**src/shared/rptc_pkg.sv**
```systemverilog
// shared constants and types of the rtc power and timebase control block
// assumes a single 20 MHz reference clock and synchronous comparator inputs
package rptc_pkg;

  // clock rate and one-second prescale
  localparam int unsigned REF_CLK_HZ   = 20_000_000;
  localparam int unsigned SEC_PERIOD_S = 1;
  localparam int unsigned SEC_CYCLES   = REF_CLK_HZ * SEC_PERIOD_S;
  localparam int unsigned PRESC_W      = 25;

  // intervals in whole seconds
  localparam int unsigned CNT_W            = 4;
  localparam logic [CNT_W-1:0] PRI_INTERVAL_S  = 4'h1;
  localparam logic [CNT_W-1:0] BAT_INTERVAL_S  = 4'hA;
  localparam logic [CNT_W-1:0] STARTUP_DELAY_S = 4'h2;
  localparam logic [CNT_W-1:0] SEC_LAST        = 4'h1;
  localparam logic [CNT_W-1:0] SEC_STEP        = 4'h1;

  // correction arithmetic widths
  localparam int unsigned OFS_W  = 8;
  localparam int unsigned CORR_W = 9;

  // calendar preset, bcd bytes: year month date weekday hours minutes seconds
  localparam int unsigned CAL_W = 56;
  localparam logic [7:0] CAL_INIT_YEAR  = 8'h00;
  localparam logic [7:0] CAL_INIT_MONTH = 8'h01;
  localparam logic [7:0] CAL_INIT_DATE  = 8'h01;
  localparam logic [7:0] CAL_INIT_DOW   = 8'h01;
  localparam logic [7:0] CAL_INIT_HOUR  = 8'h00;
  localparam logic [7:0] CAL_INIT_MIN   = 8'h00;
  localparam logic [7:0] CAL_INIT_SEC   = 8'h00;
  localparam logic [CAL_W-1:0] CAL_INIT_WORD = {CAL_INIT_YEAR, CAL_INIT_MONTH, CAL_INIT_DATE,
                                                CAL_INIT_DOW, CAL_INIT_HOUR, CAL_INIT_MIN,
                                                CAL_INIT_SEC};

  // temperature correction sequencer
  typedef enum logic [1:0] {
    RPTC_IDLE,
    RPTC_CONV,
    RPTC_APPLY
  } rptc_tb_state_t;

endpackage : rptc_pkg

```
**src/rtl/rptc_sec_prescaler.sv**
```systemverilog
// one-second tick generator for the compensated time base
// assumes restart_i is a pulse from the controller; ticks only while run_i is high
module rptc_sec_prescaler
  import rptc_pkg::*;
#(
  parameter int unsigned SEC_CYCLES_P = SEC_CYCLES
) (
  // clock and reset
  input  wire logic ref_clk_i,
  input  wire logic arst_n_i,
  // control
  input  wire logic run_i,
  input  wire logic restart_i,
  // tick
  output logic      sec_tick_o
);

  typedef struct packed {
    logic [PRESC_W-1:0] cnt;
    logic               tick;
  } rptc_presc_t;

  localparam logic [PRESC_W-1:0] CNT_LAST = PRESC_W'(SEC_CYCLES_P - 1);
  localparam logic [PRESC_W-1:0] CNT_ONE  = PRESC_W'(1);

  rptc_presc_t st_r;
  rptc_presc_t st_nxt;

  // a stopped oscillator holds the phase at zero so a restart gives a full second
  always_comb begin
    st_nxt      = st_r;
    st_nxt.tick = 1'b0;
    if (!run_i || restart_i) begin
      st_nxt.cnt = '0;
    end else if (st_r.cnt == CNT_LAST) begin
      st_nxt.cnt  = '0;
      st_nxt.tick = 1'b1;
    end else begin
      st_nxt.cnt = st_r.cnt + CNT_ONE;
    end
  end

  always_ff @(posedge ref_clk_i or negedge arst_n_i) begin
    if (!arst_n_i) begin
      st_r <= '0;
    end else begin
      st_r <= st_nxt;
    end
  end

  assign sec_tick_o = st_r.tick;

endmodule : rptc_sec_prescaler

```
**src/rtl/rptc_corr_adder.sv**
```systemverilog
// signed sum of the factory trim and the software aging offset
// assumes both operands are stable in the cycle that load_i is high
module rptc_corr_adder
  import rptc_pkg::*;
(
  // clock and reset
  input  wire logic              ref_clk_i,
  input  wire logic              arst_n_i,
  // operands
  input  wire logic              load_i,
  input  wire logic [OFS_W-1:0]  factory_trim_i,
  input  wire logic [OFS_W-1:0]  aging_offset_i,
  // result
  output logic      [CORR_W-1:0] correction_o
);

  typedef struct packed {
    logic [CORR_W-1:0] corr;
  } rptc_corr_t;

  rptc_corr_t st_r;
  rptc_corr_t st_nxt;

  // one extra bit so the sum of two extremes never wraps
  always_comb begin
    st_nxt = st_r;
    if (load_i) begin
      st_nxt.corr = CORR_W'($signed(factory_trim_i)) + CORR_W'($signed(aging_offset_i));
    end
  end

  always_ff @(posedge ref_clk_i or negedge arst_n_i) begin
    if (!arst_n_i) begin
      st_r <= '0;
    end else begin
      st_r <= st_nxt;
    end
  end

  assign correction_o = st_r.corr;

endmodule : rptc_corr_adder

```
**src/rtl/rptc_power_timebase.sv**
```systemverilog
// power-source selection, reset pin drive and compensated time base control
// assumes comparator results arrive synchronous to ref_clk_i and already filtered;
// the temperature sensor answers a conversion request with a one-cycle done pulse
// and presents the factory trim for that reading in the same cycle

module rptc_power_timebase
  import rptc_pkg::*;
#(
  parameter int unsigned SEC_CYCLES_P = SEC_CYCLES
) (
  // clock and reset
  input  wire logic              ref_clk_i,
  input  wire logic              arst_n_i,
  // supply comparators
  input  wire logic              vcc_present_i,
  input  wire logic              vcc_above_pf_i,
  input  wire logic              vcc_above_bat_i,
  // host side events and settings
  input  wire logic              i2c_addr_wr_i,
  input  wire logic              oscillator_enable_n_i,
  input  wire logic [OFS_W-1:0]  aging_offset_i,
  // temperature sensor
  input  wire logic              temp_done_i,
  input  wire logic [OFS_W-1:0]  factory_trim_i,
  output logic                   conv_start_o,
  // supply selection and reset pin
  output logic                   backup_sel_o,
  output logic                   rst_n_o,
  output logic                   rst_oe_o,
  // oscillator
  output logic                   osc_run_o,
  output logic                   retain_only_o,
  // time base correction
  output logic                   adjust_o,
  output logic      [CORR_W-1:0] correction_o,
  // calendar preset
  output logic                   cal_load_o,
  output logic      [CAL_W-1:0]  cal_value_o
);

  typedef struct packed {
    logic             backup_sel;
    logic             pf_ok;
    logic             pri_seen;
    logic             i2c_seen;
    logic             osc_started;
    logic             osc_run;
    logic             retain;
    logic             rst_n;
    logic             rst_oe;
    rptc_tb_state_t   state;
    logic [CNT_W-1:0] sec_left;
    logic             conv_start;
    logic             adjust;
    logic             cal_load;
    logic [CAL_W-1:0] cal_value;
  } rptc_ctl_t;

  rptc_ctl_t st_r;
  rptc_ctl_t st_nxt;

  logic sec_tick;
  logic restart;
  logic backup_now;
  logic arrival;
  logic wr_start;
  logic src_change;
  logic adj_take;

  // period between corrections for the selected source
  function automatic logic [CNT_W-1:0] interval_for(input logic on_backup);
    logic [CNT_W-1:0] ival;
    ival = on_backup ? BAT_INTERVAL_S : PRI_INTERVAL_S;
    return ival;
  endfunction : interval_for

  // source decision straight from the comparators
  always_comb begin
    backup_now = !vcc_above_pf_i && !vcc_above_bat_i;
    arrival    = vcc_above_pf_i && !st_r.pf_ok;
    wr_start   = i2c_addr_wr_i && !st_r.osc_started;
    src_change = backup_now != st_r.backup_sel;
    restart    = arrival || wr_start || src_change;
    // trim is only valid in the done cycle, so the adder loads right then
    adj_take   = (st_r.state == RPTC_CONV) && temp_done_i;
  end

  // controller next state
  always_comb begin
    st_nxt            = st_r;
    st_nxt.conv_start = 1'b0;
    st_nxt.adjust     = 1'b0;
    st_nxt.cal_load   = 1'b0;
    st_nxt.pf_ok      = vcc_above_pf_i;
    st_nxt.backup_sel = backup_now;

    // reset pin: open-drain pull low below threshold, undriven without primary
    st_nxt.rst_oe = vcc_present_i && !vcc_above_pf_i;
    st_nxt.rst_n  = vcc_above_pf_i;

    // the started flag is never cleared, only power loss resets it
    if (vcc_above_pf_i || i2c_addr_wr_i) begin
      st_nxt.osc_started = 1'b1;
    end
    st_nxt.retain  = backup_now && oscillator_enable_n_i;
    st_nxt.osc_run = st_nxt.osc_started && !st_nxt.retain;

    // calendar preset, once per trigger kind
    if (vcc_above_pf_i && !st_r.pri_seen) begin
      st_nxt.pri_seen  = 1'b1;
      st_nxt.cal_load  = 1'b1;
      st_nxt.cal_value = CAL_INIT_WORD;
    end else if (backup_now && i2c_addr_wr_i && !st_r.i2c_seen) begin
      st_nxt.i2c_seen  = 1'b1;
      st_nxt.cal_load  = 1'b1;
      st_nxt.cal_value = CAL_INIT_WORD;
    end

    // second countdown; a startup delay outranks a plain source change
    if (arrival || wr_start) begin
      st_nxt.sec_left = STARTUP_DELAY_S;
    end else if (src_change) begin
      st_nxt.sec_left = interval_for(backup_now);
    end else if (sec_tick) begin
      if (st_r.sec_left == SEC_LAST || st_r.sec_left == '0) begin
        st_nxt.sec_left = interval_for(st_r.backup_sel);
      end else begin
        st_nxt.sec_left = st_r.sec_left - SEC_STEP;
      end
    end

    // conversion and correction sequence; a due tick while busy is skipped
    unique case (st_r.state)
      RPTC_IDLE: begin
        if (sec_tick && !restart && st_r.sec_left == SEC_LAST) begin
          st_nxt.conv_start = 1'b1;
          st_nxt.state      = RPTC_CONV;
        end
      end
      RPTC_CONV: begin
        if (temp_done_i) begin
          st_nxt.state    = RPTC_APPLY;
        end
      end
      RPTC_APPLY: begin
        st_nxt.adjust = 1'b1;
        st_nxt.state  = RPTC_IDLE;
      end
    endcase

    // stopping the oscillator abandons a conversion in flight
    if (!st_nxt.osc_run && st_r.state == RPTC_CONV) begin
      st_nxt.state = RPTC_IDLE;
    end
  end

  // state register
  always_ff @(posedge ref_clk_i or negedge arst_n_i) begin
    if (!arst_n_i) begin
      st_r <= '0;
    end else begin
      st_r <= st_nxt;
    end
  end

  // one-second tick only while the oscillator runs
  rptc_sec_prescaler #(
    .SEC_CYCLES_P (SEC_CYCLES_P)
  ) u_presc (
    .ref_clk_i    (ref_clk_i),
    .arst_n_i     (arst_n_i),
    .run_i        (st_r.osc_run),
    .restart_i    (restart),
    .sec_tick_o   (sec_tick)
  );

  // registered correction value, valid with adjust_o
  rptc_corr_adder u_corr (
    .ref_clk_i      (ref_clk_i),
    .arst_n_i       (arst_n_i),
    .load_i         (adj_take),
    .factory_trim_i (factory_trim_i),
    .aging_offset_i (aging_offset_i),
    .correction_o   (correction_o)
  );

  // outputs come straight from the state register
  assign conv_start_o  = st_r.conv_start;
  assign backup_sel_o  = st_r.backup_sel;
  assign rst_n_o       = st_r.rst_n;
  assign rst_oe_o      = st_r.rst_oe;
  assign osc_run_o     = st_r.osc_run;
  assign retain_only_o = st_r.retain;
  assign adjust_o      = st_r.adjust;
  assign cal_load_o    = st_r.cal_load;
  assign cal_value_o   = st_r.cal_value;

endmodule : rptc_power_timebase

```
**config.mk**
```make
export PLATFORM = sky130hd
export DESIGN_NAME = rptc_power_timebase
export DESIGN_NICKNAME = d
export VERILOG_FILES = /design/src/shared/rptc_pkg.sv /design/src/rtl/rptc_sec_prescaler.sv /design/src/rtl/rptc_corr_adder.sv /design/src/rtl/rptc_power_timebase.sv
export SDC_FILE = /design/constraint.sdc
export NUM_CORES = 1
export LEC_CHECK = 0
export BUFFER_PORTS_ARGS = -buffer_cell sky130_fd_sc_hd__buf_2
export CORE_MARGIN = 1.5
export CORE_UTILIZATION = 52
export DETAILED_ROUTE_END_ITERATION = 8
export PLACE_DENSITY = 0.89
export SLEW_MARGIN = 25
export SYNTH_ARGS = -nofsm -noshare
export SYNTH_HDL_FRONTEND = slang
export SYNTH_HIERARCHICAL = 1
export SYNTH_SLANG_ARGS = --single-unit
export TNS_END_PERCENT = 20
```
**constraint.sdc**
```tcl
create_clock -name ref_clk_i -period 5.4 [get_ports ref_clk_i]
set_input_delay 0.27 -clock ref_clk_i [delete_from_list [all_inputs] [get_ports ref_clk_i]]
set_output_delay 0.27 -clock ref_clk_i [all_outputs]
set_load 0.02 [all_outputs]
```
# Word-level counts from Yosys, hierarchy flattened
# Cells that the tools add are included.
word_totals:
  wordCells: 82
  output_inout_bits: 73
  inputBits: 24
  regBits: 108
classes:
  bitwise_logic: 1
  n_mux: 20
  n_reduce_logical: 34
  eq_ne: 7
  addsub: 3
op_table:
  columns: ["op", "n"]
  rows:
  - ["57-bit 2-to-1 mux", 2]
  - ["25-bit 2-to-1 mux", 2]
  - ["25-bit by 1-bit adder with 25-bit output (second input constant)", 1]
  - ["25-bit == test (second input constant)", 1]
  - ["4-bit 2-to-1 mux", 6]
  - ["1-bit logical AND", 13]
  - ["1-bit zero test", 10]
  - ["8-bit by 8-bit adder with 9-bit output", 1]
  - ["1-bit 2-to-1 mux", 6]
  - ["2-bit 2-to-1 mux", 3]
  - ["2-bit case mux with 3 select lines", 1]
  - ["1-bit logical OR", 5]
  - ["4-bit by 1-bit == test with 1-bit output (second input constant)", 1]
  - ["4-bit zero test", 1]
  - ["2-bit AND reduction", 2]
  - ["4-bit by 1-bit subtractor with 4-bit output (second input constant)", 1]
  - ["3-bit by 2-bit inequality test with 1-bit output (second input constant)", 1]
  - ["3-bit inequality test (second input constant)", 1]
  - ["3-bit nonzero test", 1]
  - ["2-bit by 1-bit == test with 1-bit output (second input constant)", 1]
  - ["2-bit == test (second input constant)", 1]
  - ["2-bit zero test", 1]
  - ["2-bit nonzero test", 1]
  - ["1-bit inequality test", 1]
  - ["1-bit NOT", 1]

# Depth between registers and ports, before layout
# Gate-level depths: netlist (run 1).
logic_depth:
  ltp_word: 10
  mapped_depth: 10
  mapped_depth_nobuf: 8

# Modules after synthesis
# Netlist (run 1), hierarchy kept.
by_module_without_submodules:
  columns: ["mod", "n_inst", "area_each_um2", "seq_area_each_um2", "cells_each"]
  rows:
  - ["rptc_sec_prescaler", 1, 1401.3, 650.6, 142]
  - ["rptc_power_timebase", 1, 1383.8, 450.4, 155]
  - ["rptc_corr_adder", 1, 700.7, 225.2, 70]

# Worst setup path before layout (run 1)
# Ideal clock, no wire load.
synth_path:
  path_kind: "register to register"
  start: "reg st_r (netlist bit backup_sel_o)"
  end: "reg u_presc/st_r[23] in the netlist's numbering"
  stages_incl_launch_ff: 11
  synth_period_minus_slack_ps: 2119
  arrival_time_ps: 2041
  required_time_ps: 5323
  n_path_buf: 4
  setup_time_ps: 77
  slack_ps: 3281
  path_cell_list: "dfrtp_1 > buf_4 > xnor2_1 > o21ai_0 > nand2_1 > or2b_2 > clkbuf_2 > a41o_1 > buf_6 > buf_12 > a21oi_1"
synth_rtl:
  columns: ["element", "line", "rtl"]
  rows:
  - ["start: declaration", "rptc_power_timebase.sv:59", "rptc_ctl_t st_r;"]
  - ["start signal: assignment", "rptc_power_timebase.sv:162", "st_r <= st_nxt;"]
  - ["end signal: assignment", "rptc_sec_prescaler.sv:47", "st_r <= st_nxt;"]
  - ["end: declaration", "rptc_sec_prescaler.sv:26", "rptc_presc_t st_r;"]

# Worst setup path after layout (run 1)
layout_path:
  start: "reg st_r[64] in the netlist's numbering"
  end: "reg u_corr.st_r (netlist bit u_corr/correction_o[7])"
layout_via:
  elab_chain_len: 2
layout_lines:
  columns: ["element", "line", "rtl"]
  rows:
  - ["2-bit by 1-bit == test with 1-bit output", "rptc_power_timebase.sv:85", "adj_take = (st_r.state == RPTC_CONV) && temp_done_i;"]
  - ["1-bit logical AND", "rptc_power_timebase.sv:85", null]
  - ["named net adj_take", "rptc_power_timebase.sv:68", "logic adj_take;"]
  - ["end signal: assignment", "rptc_corr_adder.sv:36", "st_r <= st_nxt;"]
  - ["end: declaration", "rptc_corr_adder.sv:21", "rptc_corr_t st_r;"]
# The timed path passes the listed nets, and every way through them passes these cells.
# A chain may end at the register's enable or synchronous reset.

==> metrics, run 1 <==
Die H 84.9 um; Post-synth EDFFs 0; Synth Flop Type dfrtp_1; core area ~0.0064 mm^2; Yosys reg bits 53; Synthesis Warnings 6; Critical Path Sink Type flop; max_slew headroom 0.441; Setup Crit Path Kind reg2reg; Cell Pwr Density around 230 mW/mm^2; largest net degree at the start of global routing 54; TritonCTS clock tree yes; CTS max path bufs 2; Cell Area, Synth about 0.0035 mm^2; total congestion overflow 0; startpoint types flop; final setup violating endpoints 0; num ports 97; Fmax between 400 and 500 MHz; Critical Path RT 5630 ps; Placed Cells 473; failing checks design-rule violations; Post-Syn Area per Cell 9.50 um^2; Synth-to-Final Area Change 2.62%; register area share after synthesis 0.380; Worst VDD drop around 0.00015 V; DR vias/cell 5.38; critical path arrival approximately 2700 ps; wire per inst 12.6 um; first-pass GRT wire length roughly 10,000 um; internal power approximately 0.58 mW; CTS hold repair buffers 0; fin. max-slew vios 0; Worst-Margin Slew ~830 ps; slowest stage delay, CP 650 ps; Top Family by Delay on Critical Path simple AND/OR/NAND/NOR gates; clock root buffer clkbuf_8; antenna violations before repair 0; die area 0.00720 mm^2; Max-Cap Viols 0; outcome finished, violations left; cells after synthesis ~370; Die Wd about 85 um; CTS resizes 0; switching pwr 0.262 mW; DR pass1 iterations 6; clock sinks between 50 and 60; Critical Path, Cell by Cell inv_1 > ha_1 > inv_1 > nor2_1 > inv_1 > o32ai_1 > a21oi_1 > o211ai_1; Clock Latency Late Sink 310 ps; Row Count 29; number of library cell types mapped by synthesis 64; total setup buffers inserted after CTS 0; top cells by area, synth dfrtp_1 38%, buf_4 12%, ha_1 5.4%, a21oi_1 3.7%, nand2_1 2.9%; Setup TNS Final 0 ps; clock share of power 0.277; DRC Markers 7; ANT nets after route 0; final hold violation count 0; gpl congestion 0.842; layout cells sized above 1 0.181; CTS clk-pin slew, worst paths approximately 90 ps; Initial Util 0.543; Finished Layout Cells around 480; sw frac 0.313; sequential power share 0.510; HP Class in2async; port bufs 43; Final Critical Period roughly 2400 ps; RSZ-0062 raised after global routing no; CTS Buf Count 5; H-tree levels 2; slowest stage cell, crit path nor2_1; nets 443; Fin Clk Skew 4.99 ps; Final Util 0.557; post-synth top area share 0.380; number of inserted diodes 0; period utilization 0.449; WL final 6040 um; static leakage approximately 1.7 nW; most frequent CP cell inv_1; critical path fanouts, max 13; Comb pwr share 0.213; initial DRC count about 240; Bufs and invs on worst path 3; vias in the first global route between 2k and 2.5k; Synth async-reset ratio 1.00; routed vias between 2k and 3k; DP HPWL 4450 um; Yosys top cell by area dfrtp_1; Total Routing Usage GR 0.176; commonest non-fill, non-tap cells in the layout 53 x conb_1, 53 x dfrtp_1, 43 x buf_2
==> routing by layer <==
metal | global-route usage | up-vias | routed length, um
li1 | - | 1268 | -
met1 | 0.219 | 1228 | 2680
met2 | 0.309 | 84 | 3010
met3 | 0.0331 | 8 | 263
met4 | 0.0581 | 0 | 79
met5 | 0 | - | 0
==> flip-flops by register name, indices dropped and copies added (netlist names) <==
name and flops:
rst_n_o 1, u_corr/correction_o 9, u_presc/sec_tick_o 1, u_presc/st_r 25, retain_only_o 1, conv_start_o 1
adjust_o 1, rst_oe_o 1, osc_run_o 1, cal_value_o 1, cal_load_o 1, backup_sel_o 1
st_r 9
==> Yosys cell counts (3+ instances only) <==
cell	count
mux2_2	3
ha_1	15
a41o_1	3
nand3b_1	5
or2_2	4
xor2_1	8
or4_1	7
or3_1	4
dfrtp_1	53
o32ai_1	3
nand4_1	5
nand3_1	11
nand2_1	27
a211oi_1	3
and4_1	4
nor3_1	6
xnor2_1	4
o31ai_1	6
inv_1	17
mux2i_1	4
a21oi_1	26
o21ai_0	15
nor2_1	22
buf_6	4
buf_4	57
or4b_1	3
==> final cells by class <==
type,count,area [um^2]
multi-input cells,281,1770
fillers,553,2850
repair buffers,44,223
inverters,18,70.1
flip-flops and latches,53,1330
clock inverters,2,13.8
clock buffers,6,82.6
well taps,77,96.3
==> cell families (layout without fill, tap and decap cells) <==
| logic type | count (synthesis) | after routing | synth area share |
|---|---|---|---|
| adders and majority gates | 16 | 16 | 0.0596 |
| buffers and inverters | 85 | 70 | 0.169 |
| and+or+nand+nor | 110 | 110 | 0.176 |
| muxes | 7 | 7 | 0.0212 |
| xor gates and xnor gates | 12 | 12 | 0.0302 |
| DFF | 53 | 53 | 0.380 |
| other | 1 | 53 | 0.00108 |
| AOI/OAI and AO/OA | 83 | 83 | 0.163 |
==> per-stage QoR <==
stage | power, mW | worst slack, ps | hold slack [ps] | area (um^2)
floorplan | 0.603 | 3280 | -25.6 | 3680
global placement | 0.608 | 3160 | 431 | 3480
detailed placement | 0.612 | 3000 | 437 | 3480
CTS | 0.847 | 2980 | 97.9 | 3580
global route | 0.881 | 2770 | 122 | 3580
finish | 0.837 | 2970 | 63.9 | 3580
==> power by group through the flow <==
stage / sequential, mW / clock (mW) / combinational, mW
floorplan: 0.444 / 0 / 0.160
global placement: 0.434 / 0 / 0.173
detailed placement: 0.435 / 0 / 0.178
CTS: 0.427 / 0.242 / 0.178
global route: 0.430 / 0.254 / 0.198
finish: 0.427 / 0.232 / 0.178
==> path summary, 6_finish.rpt <==
check	start	endpoint	slack, ps	cells past startpoint
max	st_r[64]	u_corr/correction_o[7]	2970	8
min	arst_n_i	st_r[59]	60	2
max reg2reg	st_r[64]	u_corr/correction_o[7]	2970	8
min reg2reg	st_r[70]	st_r[70]	470	1
max in group asynchronous	arst_n_i	u_presc/st_r[23]	4900	2
min in group ref_clk_i	vcc_above_pf_i	rst_n_o	150	1
(Power assumes the default switching activity.)
==> run 2, diff against run 1 <==
--- a/config.mk
+++ b/config.mk
@@ -7,9 +7,9 @@
 export LEC_CHECK = 0
 export BUFFER_PORTS_ARGS = -buffer_cell sky130_fd_sc_hd__buf_2
 export CORE_MARGIN = 1.5
-export CORE_UTILIZATION = 52
+export CORE_UTILIZATION = 48
 export DETAILED_ROUTE_END_ITERATION = 8
-export PLACE_DENSITY = 0.89
+export PLACE_DENSITY = 0.86
 export SLEW_MARGIN = 25
 export SYNTH_ARGS = -nofsm -noshare
 export SYNTH_HDL_FRONTEND = slang
==> constraint.sdc (replaced) <==
create_clock -name ref_clk_i -period 2 [get_ports ref_clk_i]
set_input_delay 0.1 -clock ref_clk_i [delete_from_list [all_inputs] [get_ports ref_clk_i]]
set_output_delay 0.1 -clock ref_clk_i [all_outputs]
set_load 0.02 [all_outputs]
==> metrics, run 2 (synthesis results as in run 1) <==
hold wc startpoint vcc_present_i; Die H 88.2 um (was 84.9 um); number of inserted diodes 0 (unchanged); num ports 97 (unchanged); Setup TNS Final 0 ps (unchanged); first-pass GRT wire length 10,500 um (was 10,400 um); initial DRC count 124 (was 237); CTS clk-pin slew, worst paths 100 ps (was 90 ps); Setup Crit Path Kind reg2reg (unchanged); Die Wd 88.2 um (was 84.9 um); gpl congestion 0.846 (was 0.842); commonest non-fill, non-tap cells in the layout 53 x conb_1, 52 x dfrtp_1, 43 x buf_2 (was 53 x conb_1, 53 x dfrtp_1, 43 x buf_2); RR Endpoint u_presc/st_r[24] (was u_corr/correction_o[7]); port bufs 43 (unchanged); Max-Cap Viols 0 (unchanged); hold path endpoint rst_oe_o; sequential power share 0.500 (was 0.510); Worst VDD drop 0.000282 V (was 0.000151 V); largest net degree at the start of global routing 21 (was 54); outcome complete, no violations (was finished, violations left); critical path arrival 2100 ps (was 2650 ps); Critical Path RT 2180 ps (was 5630 ps); clock sinks 53 (unchanged); DR pass1 iterations 5 (was 6); Total Routing Usage GR 0.171 (was 0.176); ANT nets after route 0 (unchanged); DP HPWL 4820 um (was 4450 um); Min Hold Slack 18.9 ps (was 63.9 ps); wire per inst 12.4 um (was 12.6 um); clock share of power 0.282 (was 0.277); DRC Markers 0 (was 7); sw frac 0.308 (was 0.313); critical path fanouts, max 11 (was 13); HP Class in2reg (was in2async); final instance area 0.00372 mm^2 (was 0.00358 mm^2); CTS Buf Count 5 (unchanged); Fin Clk Skew 9.74 ps (was 4.99 ps); flop2flop setup slack 80 ps (was 2970 ps); period utilization 0.961 (was 0.449); routed vias 2,612 (was 2,588); antenna violations before repair 0 (unchanged); switching pwr 0.710 mW (was 0.262 mW); TritonCTS clock tree yes (unchanged); clock root buffer clkbuf_8 (unchanged); Cell Pwr Density 620 mW/mm^2 (was 234 mW/mm^2); Clock Latency Late Sink 300 ps (was 310 ps); Synth-to-Final Area Change 6.78% (was 2.62%); RSZ-0062 raised after global routing yes (was no); vias in the first global route 2,428 (was 2,374); internal power 1.60 mW (was 0.575 mW); Final Critical Period 1920 ps (was 2430 ps); H-tree levels 2 (unchanged); Placed Area 0.00358 mm^2 (was 0.00348 mm^2); final hold violation count 0 (unchanged); CTS max path bufs 2 (unchanged); most flop-heavy register u_presc/st_r (unchanged); nets 456 (was 443); hold path depth 2; reg2reg start u_presc/st_r[19] (was st_r[64]); layout cells sized above 1 0.211 (was 0.181); startpoint types flop (unchanged); DR vias/cell 5.09 (was 5.38); core area 0.00691 mm^2 (was 0.00642 mm^2); Largest register FFs 25 (unchanged); commonest non-fill, non-tap cell in the layout conb_1; Register-to-Register Path Depth 5 (was 8); Initial Util 0.505 (was 0.543); static leakage 1.73 nW (was 1.66 nW); Fmax 520 MHz (was 412 MHz); final setup violating endpoints 0 (unchanged); WL final 6380 um (was 6040 um); total congestion overflow 0 (unchanged); Comb pwr share 0.217 (was 0.213); die area 0.00778 mm^2 (was 0.00720 mm^2); Row Count 30 (was 29); fin. max-slew vios 0 (unchanged); Critical Path Sink Type flop (unchanged)
## run 2: cell count changes in the layout (fill, tap and decap cells not counted), sizes merged
cell,previous run,this run
dlygate4sd3,0,2
clkinv,2,1
clkbuf,6,7
buf,44,55
## run 2: through the flow
| step | cells | setup WS, ps | utilization | power [mW] |
|---|---|---|---|---|
| after global routing | 513 | -21.5 | 0.539 | 2.42 |
| after global placement | 502 | 131 | 0.519 | 1.65 |
| after CTS | 512 | 68.9 | 0.536 | 2.32 |
| after floorplan | 419 | 9.58 | - | 1.64 |
| after detailed placement | 502 | 90.8 | 0.519 | 1.67 |
| final | 513 | 78.2 | 0.539 | 2.31 |
## run 2: layer usage
metal,GRT usage,vias to the layer above,wire length (um)
met4,0.0668,0,115
met3,0.0299,11,252
met5,0,-,0
met2,0.305,91,3230
met1,0.205,1224,2780
li1,-,1286,-
## run 2: critical path, stage by stage (launching register included)
cell and delay (ps):
dfrtp_1 430, or4_1 580, nor4_4 290, a41o_1 240, buf_4 180, a21oi_1 70
## run 2: how the worst max path moves through the flow
stage          depth (start not counted)  slack (ps)               end              from
6_report                               5          80  u_presc/st_r[24]  u_presc/st_r[19]
4_1_cts                                5          70  u_presc/st_r[25]   u_presc/st_r[1]
2_1_floorplan                         10          10  u_presc/st_r[23]      backup_sel_o
5_1_grt                                7         -20   u_presc/st_r[8]      backup_sel_o
3_5_place_dp                           4          90  u_presc/st_r[24]   u_presc/st_r[3]
3_3_place_gp                           5         130  u_presc/st_r[25]   u_presc/st_r[1]
## run 2: layout make-up
class	instances	area, um^2
fillers	606	3180
multi-input cells	281	1780
flip-flops and latches	53	1330
repair buffers	57	325
well taps	96	120
clock buffers	7	96.3
inverters	18	70.1
clock inverters	1	5.00
## run 2: power by group through the flow
stage / registers [mW] / clock network, mW / logic, mW
6_report: 1.16 / 0.652 / 0.502
4_1_cts: 1.15 / 0.673 / 0.498
2_1_floorplan: 1.20 / 0 / 0.437
3_5_place_dp: 1.17 / 0 / 0.493
5_1_grt: 1.16 / 0.707 / 0.557
3_3_place_gp: 1.17 / 0 / 0.477
## run 2: timing repair
| item | CTS | global route |
|---|---|---|
| hold endpoints to repair | 19 | 0 |
| endpoints found under the setup margin | 0 | 9 |
| hold buffers | 2 | 0 |
| setup buffers | 0 | 1 |
| gates resized for setup | 0 | 4 |
==> run 3, diff against run 2 <==
--- a/config.mk
+++ b/config.mk
@@ -7,9 +7,9 @@
 export LEC_CHECK = 0
 export BUFFER_PORTS_ARGS = -buffer_cell sky130_fd_sc_hd__buf_2
 export CORE_MARGIN = 1.5
-export CORE_UTILIZATION = 48
+export CORE_UTILIZATION = 52
 export DETAILED_ROUTE_END_ITERATION = 8
-export PLACE_DENSITY = 0.86
+export PLACE_DENSITY = 0.89
 export SLEW_MARGIN = 25
 export SYNTH_ARGS = -nofsm -noshare
 export SYNTH_HDL_FRONTEND = slang
==> constraint.sdc (replaced) <==
create_clock -name ref_clk_i -period 2.1 [get_ports ref_clk_i]
set_input_delay 0.105 -clock ref_clk_i [delete_from_list [all_inputs] [get_ports ref_clk_i]]
set_output_delay 0.105 -clock ref_clk_i [all_outputs]
set_load 0.02 [all_outputs]
==> metrics, run 3 (synthesis results as in run 1) <==
core area 0.00642 mm^2 (was 0.00691 mm^2); most flop-heavy register u_presc/st_r (unchanged); Fill cells 539 (was 606); Largest register FFs 25 (unchanged); die area 0.00720 mm^2 (was 0.00778 mm^2); hold path depth 2 (unchanged); Worst-Margin Slew 727 ps; layout cells sized above 1 0.198 (was 0.211); critical path arrival 2180 ps (was 2100 ps); sw frac 0.313 (was 0.308); static leakage 1.72 nW (was 1.73 nW); DR vias/cell 5.52 (was 5.09); Worst VDD drop 0.000312 V (was 0.000282 V); fin. max-slew vios 0 (unchanged); H-tree levels 2 (unchanged); first-pass GRT wire length 11,200 um (was 10,500 um); CTS max path bufs 2 (unchanged); failing checks design-rule violations; internal power 1.59 mW (was 1.60 mW); critical path fanouts, max 18 (was 11); sequential power share 0.475 (was 0.500); slowest stage delay, CP 590 ps (was 580 ps); Comb pwr share 0.210 (was 0.217); Placed Cells 481 (was 502); DRC Markers 8 (was 0); gpl congestion 0.869 (was 0.846); switching pwr 0.725 mW (was 0.710 mW); Setup TNS Final 0 ps (unchanged); largest net degree at the start of global routing 33 (was 21); max_slew headroom 0.515; final setup violating endpoints 0 (unchanged); slowest stage cell, crit path or4_1 (unchanged); DR pass1 iterations 8 (was 5); initial DRC count 168 (was 124); final hold violation count 0 (unchanged); TritonCTS clock tree yes (unchanged); Critical Path Sink Type flop (unchanged); CTS clk-pin slew, worst paths 100 ps (about the same); num ports 97 (unchanged); Initial Util 0.543 (was 0.505); Total Routing Usage GR 0.189 (was 0.171); clock sinks 53 (unchanged); commonest non-fill, non-tap cell in the layout conb_1 (unchanged); Setup Crit Path Kind reg2reg (unchanged); RSZ-0062 raised after global routing no (was yes); clock share of power 0.315 (was 0.282); clock root buffer clkbuf_8 (unchanged); Critical Path RT 2300 ps (was 2180 ps); WL final 6660 um (was 6380 um); port bufs 43 (unchanged); nets 453 (was 456); ANT nets after route 0 (unchanged); total congestion overflow 0 (unchanged); number of inserted diodes 0 (unchanged); Finished Layout Cells 491 (was 513); Register-to-Register Path Depth 5 (unchanged); Critical Path, Cell by Cell or4_1 > nor4_4 > a41o_1 > buf_12 > a21oi_1 (was or4_1 > nor4_4 > a41o_1 > buf_4 > a21oi_1); Max-Cap Viols 0 (unchanged); Final Critical Period 1990 ps (was 1920 ps); outcome finished, violations left (was complete, no violations); Die H 84.9 um (was 88.2 um); period utilization 0.947 (was 0.961); HP Class in2reg (unchanged); Clock Latency Late Sink 310 ps (was 300 ps); vias in the first global route 2,497 (was 2,428); area occupied by multi-input gates 0.00177 mm^2 (was 0.00178 mm^2); Fin Clk Skew 5.90 ps (was 9.74 ps); wire per inst 13.6 um (was 12.4 um); CTS Buf Count 5 (unchanged); startpoint types flop (unchanged); antenna violations before repair 0 (unchanged); FF/Latch Area 0.00133 mm^2 (unchanged); Cell Pwr Density 627 mW/mm^2 (was 620 mW/mm^2); routed vias 2,711 (was 2,612); Die Wd 84.9 um (was 88.2 um); Row Count 29 (was 30); Fmax 503 MHz (was 520 MHz); DP HPWL 4900 um (was 4820 um); commonest non-fill, non-tap cells in the layout 53 x conb_1, 52 x dfrtp_1, 43 x buf_2 (unchanged); Synth-to-Final Area Change 5.96% (was 6.78%)
## run 3: per-layer routing
layer	part of all wire	routed length, um	GRT usage
met1	0.41	2750	0.234
met4	0.018	120	0.0656
met5	0	0	0
met3	0.048	322	0.0302
met2	0.52	3470	0.337
## run 3: path summary, 6_finish.rpt
kind                                       start                to  slack [ps]
worst max-delay path            u_presc/st_r[19]  u_presc/st_r[18]         110
worst min-delay path               vcc_present_i          rst_oe_o           9
worst max register to register  u_presc/st_r[19]  u_presc/st_r[18]         110
worst min register to register          st_r[71]          st_r[71]         480
max in group asynchronous               arst_n_i  u_presc/st_r[20]        1090
min in group asynchronous               arst_n_i      conv_start_o         370
## run 3: through the flow
stage                     total power [mW]   util  setup WS, ps  cell area (um^2)  hold slack [ps]
after floorplan                       1.55      -          36.2              3680             -191
after global placement                1.57  0.553           177              3550              201
after detailed placement              1.60  0.553           137              3550              212
after CTS                             2.32  0.575           111              3690             6.95
after global routing                  2.41  0.575          20.9              3690             7.96
final                                 2.32  0.575           112              3690             9.45
## run 3: what timing repair did
| action | CTS | global route |
|---|---|---|
| setup buffers | 0 | 0 |
| hold endpoints to repair | 31 | 0 |
| gates resized for setup | 0 | 2 |
| setup endpoints to repair | 0 | 4 |
| hold buffers | 2 | 0 |
## run 3: critical path, delay by kind of cell, from the launching register on
kind            cells  cell delay (ps)
simple gates        2              950
buf+inv             1              160
flops               1              440
compound gates      2              330
## run 3: final cells by class
class	instances	share of cell area
Clock inverter	3	0.0129
Inverter	18	0.0190
Tap cell	77	0.0261
Clock buffer	5	0.0186
Sequential cell	53	0.359
Timing Repair Buffer	54	0.0854
Multi-Input combinational cell	281	0.479
## run 3: power by group through the flow
stage               Clock, mW  Combinational, mW  Sequential, mW
global placement            0              0.458            1.12
finish                  0.729              0.487            1.10
global route            0.771              0.536            1.11
detailed placement          0              0.479            1.12
CTS                     0.740              0.483            1.10
floorplan                   0              0.411            1.14
